==> src/hw/sla_defines.svh <==
`ifndef SLA_DEFINES_SVH
`define SLA_DEFINES_SVH

// short direct window and fixed page
`define SLA_SADDR_LO 16'hFE20
`define SLA_SADDR_HI 16'hFF1F
`define SLA_PAGE_HI 8'hFE
// flag vector bit positions
`define SLA_FLAG_ZERO 2
`define SLA_FLAG_HALF 1
`define SLA_FLAG_CARRY 0
`define SLA_FLAGS_RST 3'h0
`define SLA_DATA_RST 8'h00

`endif

==> src/hw/sla_pkg.sv <==
package sla_pkg;

    typedef enum logic [1:0] {
        SLA_OP_SUB = 2'h0,
        SLA_OP_SUBB = 2'h1,
        SLA_OP_AND = 2'h3
    } sla_op_e;

    // operand addressing forms
    typedef enum logic [2:0] {
        SLA_SRC_IMM = 3'h0,
        SLA_SRC_SADDR = 3'h1,
        SLA_SRC_SFR = 3'h2,
        SLA_SRC_REG = 3'h3,
        SLA_SRC_PAGE = 3'h4,
        SLA_SRC_PTR1 = 3'h5,
        SLA_SRC_PTR2 = 3'h6,
        SLA_SRC_INDEX = 3'h7
    } sla_src_e;

    // where the result goes
    typedef enum logic [1:0] {
        SLA_DST_ACC = 2'h0,
        SLA_DST_SADDR = 2'h1,
        SLA_DST_SFR = 2'h2,
        SLA_DST_REG = 2'h3
    } sla_dst_e;

    typedef struct packed {
        sla_op_e op;
        sla_src_e src;
        sla_dst_e dst;
        logic [2:0] dstReg;
        logic [2:0] srcReg;
        logic [7:0] imm8;
        logic [15:0] imm16;
        logic [7:0] sfrAddr;
    } sla_cmd_s;

    typedef struct packed {
        logic zero;
        logic halfBorrow;
        logic borrowCarry;
    } sla_flags_s;

    typedef enum logic [1:0] {
        SLA_ST_IDLE = 2'b00,
        SLA_ST_READ = 2'b01,
        SLA_ST_WRITE = 2'b11
    } sla_state_e;

endpackage : sla_pkg

==> src/hw/sla_alu.sv <==
`timescale 1ns/1ps
`include "sla_defines.svh"
// Summary of operation
// - sub A,[pointer_pair_one]: A minus addressed byte into A.
// - sub A,[pointer_pair_two]: A minus byte into A, borrow flag.
// - subtract forms set carry on borrow out of bit 7, else clear.
// - subtract-with-borrow immediate: A minus imm minus carry into A.
// - short direct byte in FE20H-FF1FH; result written back there.
// - page-indirect address is FEH high byte, register low byte.
// - indexed address is 16-bit immediate base plus 8-bit register.
// - subtract-with-borrow sfr,imm: sfr minus imm minus carry.
// - register pair form: r minus r' minus carry into r.
// - subtract-with-borrow into A accepts every memory and sfr source.
// - AND immediate: A and imm into A.
// - AND short direct,imm: read byte, AND imm, write same byte.
// - AND sfr,imm: result written back to that sfr.
// - AND register pair: result into first register.
// - AND into A accepts short direct, sfr, page and pointer sources.
module sla_alu
    import sla_pkg::*;
(
    // clock, reset, enable
    input wire logic core_clk,
    input wire logic rst_n,
    input wire logic clkEn,
    // instruction from decoder
    input wire logic cmdValid,
    input wire sla_cmd_s cmd,
    // register file state
    input wire logic [7:0] accIn,
    input wire logic [7:0] regIn [0:7],
    input wire logic [15:0] pointerPairOne,
    input wire logic [15:0] pointerPairTwo,
    input wire sla_flags_s flagsIn,
    // memory and sfr bus, read data valid one cycle after request
    input wire logic [7:0] memRdata,
    input wire logic [7:0] sfrRdata,
    output logic memRd,
    output logic memWr,
    output logic [15:0] memAddr,
    output logic [7:0] memWdata,
    output logic sfrRd,
    output logic sfrWr,
    output logic [7:0] sfrAddrOut,
    output logic [7:0] sfrWdata,
    // register file writeback
    output logic accWe,
    output logic [7:0] accOut,
    output logic regWe,
    output logic [2:0] regWaddr,
    output logic [7:0] regWdata,
    output logic flagsWe,
    output sla_flags_s flagsOut,
    output logic busy,
    output logic done,
    output logic addrError
);

    function automatic logic [9:0] sla_sub(input logic [7:0] a,
            input logic [7:0] b, input logic cin);
        logic [8:0] full;
        logic [4:0] low;
        full = {1'b0, a} - {1'b0, b} - {8'h00, cin};
        low = {1'b0, a[3:0]} - {1'b0, b[3:0]} - {4'h0, cin};
        sla_sub = {low[4], full[8], full[7:0]};
    endfunction : sla_sub

    function automatic logic is_mem(input sla_src_e s);
        is_mem = (s == SLA_SRC_SADDR) || (s >= SLA_SRC_PAGE);
    endfunction : is_mem

    sla_state_e state_r;
    sla_cmd_s cmd_r;
    logic [7:0] dstVal;
    logic [7:0] srcVal;
    logic [9:0] subRes;
    logic [7:0] result;
    logic [15:0] srcAddr;
    logic saddrOk;
    sla_flags_s flagsNxt;
    logic dstMem;
    logic needRd;

    // operand address for the memory source forms
    always_comb begin
        case (cmd.src)
            SLA_SRC_PAGE:
                srcAddr = {`SLA_PAGE_HI, regIn[cmd.srcReg]};
            SLA_SRC_PTR1: srcAddr = pointerPairOne;
            SLA_SRC_PTR2: srcAddr = pointerPairTwo;
            SLA_SRC_INDEX:
                srcAddr = cmd.imm16 + {8'h00, regIn[cmd.srcReg]};
            default: srcAddr = cmd.imm16;
        endcase
    end

    assign dstMem = (cmd.dst == SLA_DST_SADDR);
    assign needRd = is_mem(cmd.src) || dstMem || (cmd.dst == SLA_DST_SFR)
        || (cmd.src == SLA_SRC_SFR);
    assign saddrOk = (cmd.imm16 >= `SLA_SADDR_LO)
        && (cmd.imm16 <= `SLA_SADDR_HI);

    // operands once the read data is back
    always_comb begin
        case (cmd_r.dst)
            SLA_DST_SADDR: dstVal = memRdata;
            SLA_DST_SFR: dstVal = sfrRdata;
            SLA_DST_REG: dstVal = regIn[cmd_r.dstReg];
            default: dstVal = accIn;
        endcase
        case (cmd_r.src)
            SLA_SRC_IMM: srcVal = cmd_r.imm8;
            SLA_SRC_SFR: srcVal = sfrRdata;
            SLA_SRC_REG: srcVal = regIn[cmd_r.srcReg];
            default: srcVal = memRdata;
        endcase
    end

    // a borrow-aware subtract; plain subtract ignores incoming carry
    assign subRes = sla_sub(dstVal, srcVal,
        (cmd_r.op == SLA_OP_SUBB) && flagsIn.borrowCarry);
    assign result = (cmd_r.op == SLA_OP_AND) ? (dstVal & srcVal)
        : subRes[7:0];

    always_comb begin
        flagsNxt = flagsIn;
        flagsNxt.zero = (result == 8'h00);
        if (cmd_r.op != SLA_OP_AND) begin
            flagsNxt.halfBorrow = subRes[9];
            flagsNxt.borrowCarry = subRes[8];
        end
    end

    // sequencing: idle, read operands, write result
    always_ff @(posedge core_clk or negedge rst_n) begin
        if (!rst_n) begin
            state_r <= SLA_ST_IDLE;
            cmd_r <= '0;
        end else if (clkEn) begin
            case (state_r)
                SLA_ST_IDLE: begin
                    if (cmdValid && !(dstMem && !saddrOk)) begin
                        cmd_r <= cmd;
                        state_r <= needRd ? SLA_ST_READ : SLA_ST_WRITE;
                    end
                end
                SLA_ST_READ: state_r <= SLA_ST_WRITE;
                SLA_ST_WRITE: state_r <= SLA_ST_IDLE;
                default: state_r <= SLA_ST_IDLE;
            endcase
        end
    end

    // bus requests: read in the cycle after acceptance, write back at end
    always_ff @(posedge core_clk or negedge rst_n) begin
        if (!rst_n) begin
            memRd <= 1'b0;
            memWr <= 1'b0;
            memAddr <= 16'h0000;
            memWdata <= `SLA_DATA_RST;
            sfrRd <= 1'b0;
            sfrWr <= 1'b0;
            sfrAddrOut <= `SLA_DATA_RST;
            sfrWdata <= `SLA_DATA_RST;
        end else if (clkEn) begin
            memRd <= 1'b0;
            memWr <= 1'b0;
            sfrRd <= 1'b0;
            sfrWr <= 1'b0;
            if (state_r == SLA_ST_IDLE && cmdValid
                    && !(dstMem && !saddrOk) && needRd) begin
                memRd <= is_mem(cmd.src) || dstMem;
                memAddr <= dstMem ? cmd.imm16 : srcAddr;
                sfrRd <= (cmd.dst == SLA_DST_SFR) || (cmd.src == SLA_SRC_SFR);
                sfrAddrOut <= cmd.sfrAddr;
            end
            if (state_r == SLA_ST_WRITE) begin
                memWr <= (cmd_r.dst == SLA_DST_SADDR);
                memAddr <= cmd_r.imm16;
                memWdata <= result;
                sfrWr <= (cmd_r.dst == SLA_DST_SFR);
                sfrAddrOut <= cmd_r.sfrAddr;
                sfrWdata <= result;
            end
        end
    end

    // register file writeback and flags
    always_ff @(posedge core_clk or negedge rst_n) begin
        if (!rst_n) begin
            accWe <= 1'b0;
            accOut <= `SLA_DATA_RST;
            regWe <= 1'b0;
            regWaddr <= 3'h0;
            regWdata <= `SLA_DATA_RST;
            flagsWe <= 1'b0;
            flagsOut <= `SLA_FLAGS_RST;
            done <= 1'b0;
        end else if (clkEn) begin
            accWe <= 1'b0;
            regWe <= 1'b0;
            flagsWe <= 1'b0;
            done <= 1'b0;
            if (state_r == SLA_ST_WRITE) begin
                accWe <= (cmd_r.dst == SLA_DST_ACC);
                accOut <= result;
                regWe <= (cmd_r.dst == SLA_DST_REG);
                regWaddr <= cmd_r.dstReg;
                regWdata <= result;
                flagsWe <= 1'b1;
                flagsOut <= flagsNxt;
                done <= 1'b1;
            end
        end
    end

    // busy and short direct range check
    always_ff @(posedge core_clk or negedge rst_n) begin
        if (!rst_n) begin
            busy <= 1'b0;
            addrError <= 1'b0;
        end else if (clkEn) begin
            addrError <= (state_r == SLA_ST_IDLE) && cmdValid && dstMem
                && !saddrOk;
            if (state_r == SLA_ST_IDLE)
                busy <= cmdValid && !(dstMem && !saddrOk);
            else if (state_r == SLA_ST_WRITE)
                busy <= 1'b0;
        end
    end

endmodule : sla_alu

==> config.mk <==
export PLATFORM = sky130hd
export DESIGN_NAME = sla_alu
export DESIGN_NICKNAME = d
export VERILOG_FILES = /design/src/hw/sla_pkg.sv /design/src/hw/sla_alu.sv
export VERILOG_INCLUDE_DIRS = /design/src /design/src/hw
export SDC_FILE = /design/constraint.sdc
export NUM_CORES = 1
export LEC_CHECK = 0
export BUFFER_PORTS_ARGS = -buffer_cell sky130_fd_sc_hd__clkbuf_2
export CORE_ASPECT_RATIO = 0.8
export CORE_UTILIZATION = 40
export DETAILED_ROUTE_END_ITERATION = 7
export MAX_ROUTING_LAYER = met4
export PLACE_DENSITY = 0.79
export SYNTH_ARGS = -nofsm -noshare
export SYNTH_HDL_FRONTEND = slang
export SYNTH_SLANG_ARGS = --single-unit
==> constraint.sdc <==
create_clock -name core_clk -period 3.9 [get_ports core_clk]
set_clock_uncertainty 0.2 [all_clocks]
set_input_delay 0.39 -clock core_clk [delete_from_list [all_inputs] [get_ports core_clk]]
set_output_delay 0.39 -clock core_clk [all_outputs]
set_load 0.01 [all_outputs]
* Word level (Yosys, flattened, before mapping)
Cells that the tools add are included.
** Word-level totals
- Register bits :: 94
- Input bits :: 172
** Operators by class
- Bitwise gates (word level) :: 4
- Equality and inequality tests :: 19
- Reduce and logical (&&, ||, !) cells :: 27
- $add $sub $neg :: 5
- Muxes and demuxes :: 31
- Order comparisons :: 6
** Operators with widths (count)
- 8-bit binary-select mux with 3-bit select :: 3
- 8-bit 2-to-1 mux :: 9
- 16-bit case mux with 4 select lines :: 1
- 16-bit 2-to-1 mux :: 3
- 8-bit case mux with 3 select lines :: 2
- 16-bit by 8-bit adder with 16-bit output :: 1
- 16-bit >= comparator, second input constant :: 1
- 16-bit <= comparator, second input constant :: 1
- 3-bit equality test, second input constant :: 4
- 4-bit >= comparator, second input constant :: 3
- 3-bit NOT with 4-bit output :: 3
- 2-bit equality test, second input constant :: 5
- 3-bit by 2-bit equality test with 1-bit output, second input constant :: 3
- 1-bit logical AND :: 9
- 1-bit 2-to-1 mux :: 9
- 8-bit by 8-bit subtractor with 9-bit output :: 1
- 9-bit by 1-bit subtractor with 9-bit output :: 1
- 8-bit AND :: 1
- 2-bit by 1-bit equality test with 1-bit output, second input constant :: 4
- 8-bit logical NOT :: 1
- 2-bit AND reduction :: 4
- 2-bit 2-to-1 mux :: 3
- 1-bit logical OR :: 5
- 4-bit by 4-bit subtractor with 5-bit output :: 1
- 11 further kinds :: 14

* Logic depth before layout (Yosys ltp)
Gate-level depths: netlist of the first run.
- Depth in word-level cells :: 9
- Gate-level depth with buffers :: 19

* Least setup slack after synthesis of the first run
OpenSTA, ideal clock, no wires.
- Kind :: reg2reg
- Start point :: register cmd_r[32] in the netlist's numbering
- End point :: register flagsOut[2] in the netlist's numbering
- Cell stages (with the launch flop) :: 15
- Period minus slack after synthesis :: 3860 ps
- Data arrival time :: 3556 ps
- Setup slack :: 40 ps
- Library setup time :: 103 ps
- Buffers on the path :: 2
- Cells stage by stage :: dfrtp_1 > clkbuf_1 > buf_2 > mux4_2 > mux2i_1 > o22a_1 > o21ai_0 > ha_1 > ha_1 > a21oi_1 > o21ai_0 > a211oi_2 > xor2_1 > o211ai_1 > o41ai_2
** On the way
- Longest elaborated chain between the ends :: 9
- Elaborated cells between the ends (all ways) :: 10
- Those cells by class :: add/sub: 2; mux: 5; bitwise: 2; reduce/logical: 1
** Ends and longest elaborated chain
- start: declaration :: RTL line sla_alu.sv:73 : sla_cmd_s cmd_r;
- start signal: assignment :: RTL line sla_alu.sv:143 : cmd_r <= cmd;
- 3-bit NOT with 4-bit output (implied by the code) (*) :: RTL line sla_alu.sv:114 : SLA_SRC_REG: srcVal = regIn[cmd_r.srcReg];
- 8-bit binary-select mux with 3-bit select (*) :: RTL line sla_alu.sv:114
- 8-bit 2-to-1 mux (implied by the code) (*) (2 in series) :: RTL line sla_alu.sv:114
- 8-bit case mux with 3 select lines (*) :: RTL line sla_alu.sv:111 : case (cmd_r.src)
- 8-bit by 8-bit subtractor with 9-bit output :: RTL line sla_alu.sv:63 : full = {1'b0, a} - {1'b0, b} - {8'h00, cin};
- 9-bit by 1-bit subtractor with 9-bit output :: RTL line sla_alu.sv:63
- 8-bit 2-to-1 mux (*) :: RTL line sla_alu.sv:122 : assign result = (cmd_r.op == SLA_OP_AND) ? (dstVal & srcVal)
- 8-bit logical NOT (*) :: RTL line sla_alu.sv:127 : flagsNxt.zero = (result == 8'h00);
- end signal: assignment :: RTL line sla_alu.sv:197 : flagsOut <= `SLA_FLAGS_RST;
- end signal: assignment :: RTL line sla_alu.sv:211 : flagsOut <= flagsNxt;
- end: declaration :: RTL line sla_alu.sv:53 : output sla_flags_s flagsOut,
Every way passes the cells marked *; elsewhere a longest branch is shown, timed or not. The select of a mux whose other input is x is not followed.
A chain may end at the register's enable or synchronous reset.

* Worst setup path after layout of the first run
- Start point :: register cmd_r[35] in the netlist's numbering
- End point :: register flagsOut[2] in the netlist's numbering
** On the way
- Longest elaborated chain between the ends :: 9
- Elaborated cells between the ends (all ways) :: 10
- Those cells by class :: add/sub: 2; mux: 5; bitwise: 2; reduce/logical: 1
** Ends and longest elaborated chain
- 3-bit NOT with 4-bit output (implied by the code) (*) :: RTL line sla_alu.sv:108 : SLA_DST_REG: dstVal = regIn[cmd_r.dstReg];
- 8-bit binary-select mux with 3-bit select (*) :: RTL line sla_alu.sv:108
- 8-bit 2-to-1 mux (implied by the code) (*) (2 in series) :: RTL line sla_alu.sv:108
- 8-bit case mux with 3 select lines (*) :: RTL line sla_alu.sv:105 : case (cmd_r.dst)
- 8-bit by 8-bit subtractor with 9-bit output :: RTL line sla_alu.sv:63
- 9-bit by 1-bit subtractor with 9-bit output :: RTL line sla_alu.sv:63
- 8-bit 2-to-1 mux (*) :: RTL line sla_alu.sv:122
- 8-bit logical NOT (*) :: RTL line sla_alu.sv:127
Marked as above.

==> results of run 1 <==
==> metal layers <==
layer,vias to the layer above,share of wire
met4,0,0.024
met3,40,0.071
met2,305,0.44
met1,3315,0.46
li1,3224,-
met5,-,0
==> cell usage in the layout, fill, tap and decap left out, types with 5 or more instances in the layout <==
master	n
a211oi_1	6
mux4_2	46
clkbuf_2	241
a21o_1	6
nor2b_1	9
mux2_2	57
a211o_1	5
xor2_1	8
mux2i_1	42
a21oi_1	47
nand2b_1	8
nand3b_1	5
o21ai_0	42
a31oi_1	7
o211ai_1	10
nand3_1	8
clkbuf_16	9
ha_1	28
nand2_1	61
buf_4	42
o22a_1	7
nor3_1	8
nor2_1	39
inv_1	35
dfrtp_1	94
xnor2_1	5
==> sequential cells by signal, summed over array words and instances (netlist names), 2 cells and up <==
name,count
cmd_r,45
memAddr,16
regWdata,8
sfrAddrOut,8
flagsOut,3
regWaddr,3
state_r,2
==> Yosys cell counts (6+ instances only) <==
cell type / instances / area (um^2)
buf_4: 26 / 195.2
o22a_1: 7 / 61.31
a211oi_1: 6 / 45.04
nand2_1: 61 / 229.0
nor3_1: 10 / 50.05
mux2i_1: 46 / 460.4
nor2_1: 39 / 146.4
mux4_2: 46 / 1036
inv_1: 35 / 131.4
a31oi_1: 7 / 43.79
xor2_1: 8 / 70.07
clkbuf_1: 29 / 108.9
nor2b_1: 10 / 62.56
mux2_2: 57 / 641.9
o21ai_0: 47 / 235.2
nand2b_1: 9 / 56.30
o211ai_1: 10 / 75.07
a21o_1: 6 / 45.04
a21oi_1: 49 / 245.2
buf_2: 17 / 85.08
ha_1: 29 / 362.9
nand3_1: 8 / 40.04
dfrtp_1: 94 / 2352
==> logic make-up after synthesis <==
| logic type | count (synthesis) |
|---|---|
| compound gates | 189 |
| simple gates | 159 |
| mux | 150 |
| buf+inv | 115 |
| flops | 94 |
| fa+ha+maj | 32 |
| xor+xnor | 13 |
==> report_power, final <==
| group | switching (mW) | internal, mW |
|---|---|---|
| logic | 2.68 | 2.44 |
| registers | 0.330 | 1.44 |
| clock network | 0.397 | 0.476 |
| total | 3.40 | 4.35 |
==> area by class of cell <==
type,instances,area share
Multi-Input combinational cell,543,0.5034
Clock inverter,4,0.003691
Clock buffer,12,0.02703
Inverter,37,0.01463
Tap cell,253,0.03336
Timing Repair Buffer,289,0.1701
Sequential cell,94,0.2479
==> worst paths after layout <==
kind	from	to	slack, ns	depth (start not counted)
max in group asynchronous	rst_n	memAddr[2]	2.27	3
min in group asynchronous	rst_n	sfrAddrOut[6]	0.37	2
worst min-delay path	cmd[35]	cmd_r[35]	0.07	2
worst max-delay path	cmd_r[35]	flagsOut[2]	0.09	16
worst min register to register	flagsOut[0]	flagsOut[0]	0.28	2
worst max register to register	cmd_r[35]	flagsOut[2]	0.09	16
==> what timing repair did <==
action | in CTS | in global routing
endpoints found under the setup margin | 1 | 5
buffers inserted | 0 | 12
pin swaps | 0 | 10
hold buffers | 1 | 0
resized for setup | 1 | 25
endpoints found under the hold margin | 40 | 0
==> through the flow <==
| stage | instances | utilization | cell area (um^2) |
|---|---|---|---|
| global route | 1232 | 0.5177 | 9490 |
| detailed placement | 1203 | 0.4912 | 9005 |
| CTS | 1220 | 0.5079 | 9311 |
| global placement | 1203 | 0.4912 | 9005 |
| floorplan | 752 | - | 7585 |
| finish | 1232 | 0.5177 | 9490 |
==> results.md, run 1 <==
* Antenna Nets Post-Route at 0
* CP top delay family: compound AO/OA/AOI/OAI gates
* Final slew viol count at 0
* Post-synth EDFFs at 0
* Shortest period the worst path allows at between 3 and 4 ns
* Wire per inst at roughly 18 um
* Final setup violation count at 0
* Crit path capture type: flop
* Largest net degree at the start of global routing at 51
* DRC viols at 0
* FF+latch count, synth at 94
* Outcome: finished, final reports clean
* Initial antenna violation count at 0
* Cell Rows at 44
* Synth-to-layout area growth at 25.12%
* Avg Cell Area, Syn at 10.09 um^2
* First-pass GRT wire length at between 30 and 40 mm
* Post-Syn Nets at about 960
* Io pins at 244
* Register area at approximately 0.0024 mm^2
* CTS max path bufs at 2
* Fin crit share at 0.9770
* Die Area at 0.01952 mm^2
* ANT cells at 0
* Fillers at 1680
* Share of cells above drive strength 1 at 0.4413
* Critical path launch point type: flop
* Post-synthesis compound-gate area fraction at 0.1651
* Buffers plus inverters on the worst setup path at 2
* Hold_ws at 0.07292 ns
* Vias in the first global route at 6567
* Die W at between 150 and 200 um
* RePlAce Congestion at 0.9416
* Total number of vias at roughly 6.9k
* Power Total at 7.755 mW
* Worst-path cell chain: buf_12 > mux4_2 > nor3_2 > a211o_1 > nor3_2 > inv_1 > fa_2 > fa_2 > nor2b_4 > o21ai_2 > a21oi_2 > xnor2_1 > nand2_1 > o21ai_2 > nand4_1 > o41ai_2
* H-tree levels at 3
* CTS root buffer: clkbuf_16
* Synth Area in XOR/XNOR at 0.01501
* CP required at slightly below 4 ns
* Die height at around 130 um
* Rel. slew slack at 0.4238
* F_max at 0.2625 GHz
* Setup TNS Final at 0 ns
* Area of the multi-input gates at 0.004777 mm^2
* Mux cell area share after synthesis at 0.2834
* Grt ovf at 0
* # clock sinks at 94
* Pwr per Cell Area at approximately 820 mW/mm^2
* Crit Path Max Fanout at 7
* Mapped Cells at roughly 750
* Arr. time, crit path at 3.86 ns
* Max-cap violations at 0
* Initial DRT Pass Iterations at 5
* Crit Path Class: flop to flop
* Met1 usage at 0.3391
* Clock transition at path regs at ~0.07 ns
* Slowest-stage cell, CP: fa_2
* Clk_lat worst skew at about 0.35 ns
* Routing usage on met2 at 0.3524
* Final WS setup at about 0.09 ns
* Met3 GRT Util at 0.04333
* Worst Tran Pin Value at 0.8577 ns
* Largest family of logic cells by synthesized area: multiplexers
* Register area share after synthesis at 0.3101
* Final hold violations at 0
* Final HPWL DP at around 17 mm
* Vias per std cell at approximately 5.6
* Lkg Pwr at about 4.4 nW
* Core area at about 0.018 mm^2
* Initial core utilization at 0.4137
* Nets at 1178
* Final WL at 22.53 mm
* Yosys warns at 0
* CTS tree: done
* Max VDD drop at 0.0004692 V
* Total Routing Usage GR at 0.2417
* Crit path largest cell delay at around 0.41 ns
* Cell Area, Synth at 0.007585 mm^2
* Top FF cell, synth: dfrtp_1
* Synth Area in Simple Gates at 0.09782
* Adder-Cell Fraction of Synth Area at 0.05576
* Port bufs at between 200 and 250
* Num CTS Buffers at 9
* Unrepaired setup endpoints after global routing: true
* DP Worst Slack at -0.01691 ns
* Ys async rst share at 1.000
* HP Class: input port to flop
* Drt initial violations at roughly 440
* Yosys cell types at slightly below 70
* GR peak layer: met2
Note: power is estimated with default switching activity, not from simulation.
==> run 2: changes to the inputs <==
--- a/config.mk
+++ b/config.mk
@@ -7,11 +7,13 @@
 export NUM_CORES = 1
 export LEC_CHECK = 0
 export BUFFER_PORTS_ARGS = -buffer_cell sky130_fd_sc_hd__clkbuf_2
+export CELL_PAD_IN_SITES_DETAIL_PLACEMENT = 1
+export CELL_PAD_IN_SITES_GLOBAL_PLACEMENT = 2
 export CORE_ASPECT_RATIO = 0.8
-export CORE_UTILIZATION = 40
+export CORE_UTILIZATION = 28
 export DETAILED_ROUTE_END_ITERATION = 7
 export MAX_ROUTING_LAYER = met4
-export PLACE_DENSITY = 0.79
+export PLACE_DENSITY = 0.88
 export SYNTH_ARGS = -nofsm -noshare
 export SYNTH_HDL_FRONTEND = slang
 export SYNTH_SLANG_ARGS = --single-unit
==> run 2 against run 1 <==
Net effect:
- via count rose by 1.7%
- first-iteration DRC count shrank 36%
- clock-buffer cell count decreased by 2
- critical endpoint unchanged
- largest cell class unchanged
- largest power group unchanged
==> results.md, run 2 (same netlist as run 1, synthesis figures left out) <==
* Outcome: finished, final reports clean
* Rel. slew slack at 0.3846
* Num CTS Buffers at 9
* Largest net degree at the start of global routing at 52
* Final non-filler cell total at approximately 1.4k
* Critical path launch point type: flop
* Total Routing Usage GR at 0.2048
* Clk_lat worst skew at roughly 0.34 ns
* CTS max path bufs at 2
* Max VDD drop at between 0.0004 and 0.0005 V
* Reg2reg setup slack at around 0.12 ns
* Fin crit share at 0.9688
* Port bufs at around 240
* Initial antenna violation count at 0
* Hold depth at 2
* Largest regs: cmd_r: 45 flops, memAddr: 16 flops
* ANT cells at 0
* Clock transition at path regs at 0.07 ns
* Psw at 3.730 mW
* Crit path largest cell delay at 0.52 ns
* Final HPWL DP at 22.05 mm
* Max-cap violations at 0
* Worst-path cell chain: buf_4 > mux4_2 > mux2i_1 > o22a_1 > o21ai_0 > ha_1 > inv_1 > ha_1 > buf_4 > a21oi_1 > xnor2_1 > o32ai_1 > nand4_1 > o41ai_2
* Nets at ~1.2k
* Slowest-stage cell, CP: mux4_2
* Reg2reg start: cmd_r[32]
* Crit Path Class: flop to flop
* Vias per std cell at 5.161
* Reg with most FFs: cmd_r
* Initial core utilization at 0.2867
* Arr. time, crit path at about 3.8 ns
* Wire per inst at 19.96 um
* Die Area at about 0.028 mm^2
* Post-layout util at 0.3726
* Cell Rows at between 50 and 60
* Shortest period the worst path allows at between 3 and 4 ns
* Grt ovf at 0
* RePlAce Congestion at slightly above 0.8
* Core area at approximately 0.026 mm^2
* Unrepaired setup endpoints after global routing: true
* Flop pwr share at 0.209
* # clock sinks at between 90 and 100
* Total number of vias at ~7.0k
* Fillers at approximately 3.0k
* DRC viols at 0
* CTS root buffer: clkbuf_16
* CP required at 3.95 ns
* Final slew viol count at 0
* Die W at 186.0 um
* First-pass GRT wire length at between 40 and 50 mm
* Cell area after layout at 0.009859 mm^2
* Buffers plus inverters on the worst setup path at 3
* Setup TNS Final at 0 ns
* Max FFs per register at 45
* Final WL at 27.09 mm
* Antenna Nets Post-Route at 0
* Pwr per Cell Area at around 870 mW/mm^2
* CP top delay family: compound AO/OA/AOI/OAI gates
* HP Class: input port to flop
* CTS tree: done
* Hold Startpoint: cmd[43]
* Die height at 149.2 um
* Reg2reg path depth at 14
* Sw Ratio at 0.4342
* Lkg Pwr at 4.560 nW
* Clk pwr share at 0.115
* Crit path capture type: flop
* Final hold violations at 0
* Io pins at roughly 240
* Inst Count DP at around 1.3k
* Drt initial violations at between 200 and 300
* Most common cell after layout, fill and taps aside: clkbuf_2
* F_max at around 0.26 GHz
* Crit Path Max Fanout at 7
* Power Total at roughly 8.6 mW
* Share of cells above drive strength 1 at 0.4640
* Initial DRT Pass Iterations at 5
* R2r endpoint: flagsOut[2]
* Combinational Power Share at 0.676
* Final setup violation count at 0
* Synth-to-layout area growth at 29.99%
* Int Pwr at 4.861 mW
* H-tree levels at 3
* Vias in the first global route at between 7k and 8k
* Worst Hold End: cmd_r[43]
* Worst Tran Pin Value at approximately 0.9 ns
* Commonest cells after routing, fill and taps aside: 241 x clkbuf_2, 91 x dfrtp_1, 64 x buf_4, 58 x nand2_1, 56 x mux2_2
* Area after detailed placement at roughly 0.0093 mm^2
## run 2: cell count changes in the layout (fill, tap and decap cells not counted), moves of 3 or more
cell / before / now
nand2_1: 61 / 58
o21ai_0: 42 / 39
dfrtp_1: 94 / 91
buf_4: 42 / 64
o21ai_1: 3 / 6
dfrtp_2: 0 / 3
## run 2: through the flow
step	hold WS, ns	setup slack (ns)
CTS	0.06319	0.0005587
global route	0.06338	-0.09752
detailed placement	0.2735	-0.1335
floorplan	-0.1056	0.04021
finish	0.08125	0.1216
global placement	0.2641	-0.01893
## run 2: power groups by stage
stage / combinational [mW] / sequential, mW / clock [mW]
final: 5.81 / 1.79 / 0.991
after floorplan: 3.41 / 1.79 / 0
after global routing: 6.40 / 1.87 / 1.06
after CTS: 5.27 / 1.80 / 1.03
after global placement: 5.01 / 1.77 / 0
after detailed placement: 5.17 / 1.81 / 0
## run 2: how the worst max path moves through the flow
stage	from	slack, ns	endpoint	depth (start not counted)
after global routing	cmd_r[35]	-0.1	flagsOut[2]	17
after CTS	cmd_r[35]	0.0006	flagsOut[2]	15
final	cmd_r[32]	0.12	flagsOut[2]	14
after detailed placement	cmd_r[32]	-0.13	flagsOut[2]	13
after floorplan	cmd_r[32]	0.04	flagsOut[2]	14
after global placement	cmd[32]	-0.02	memAddr[14]	13
## run 2: repair_timing
item	4_1_cts	5_1_grt
gates cloned	0	0
setup buffers	0	7
hold buffers	1	0
pin swaps	2	17
endpoints found under the hold margin	49	0
endpoints found under the setup margin	3	5
gates resized for setup	10	34
## run 2: cell type report
| class | instances | area (um^2) | area share |
|---|---|---|---|
| multi-input combinational | 543 | 4837 | 0.4906 |
| sequential | 94 | 2356 | 0.2390 |
| timing repair buffer | 310 | 1750 | 0.1775 |
| tap | 357 | 446.7 | 0.04530 |
| clock buffer | 10 | 239.0 | 0.02424 |
| inverter | 37 | 138.9 | 0.01409 |
| clock inverter | 6 | 91.34 | 0.009264 |
## run 2: per-layer routing
metal  track usage  routed length (um)  vias to the layer above
li1              -                   -                     3260
met1        0.2848               13130                     3479
met2        0.3103               12260                      236
met3       0.03174                1256                       29
met4       0.04959                 439                        0
met5             -                   0                        -
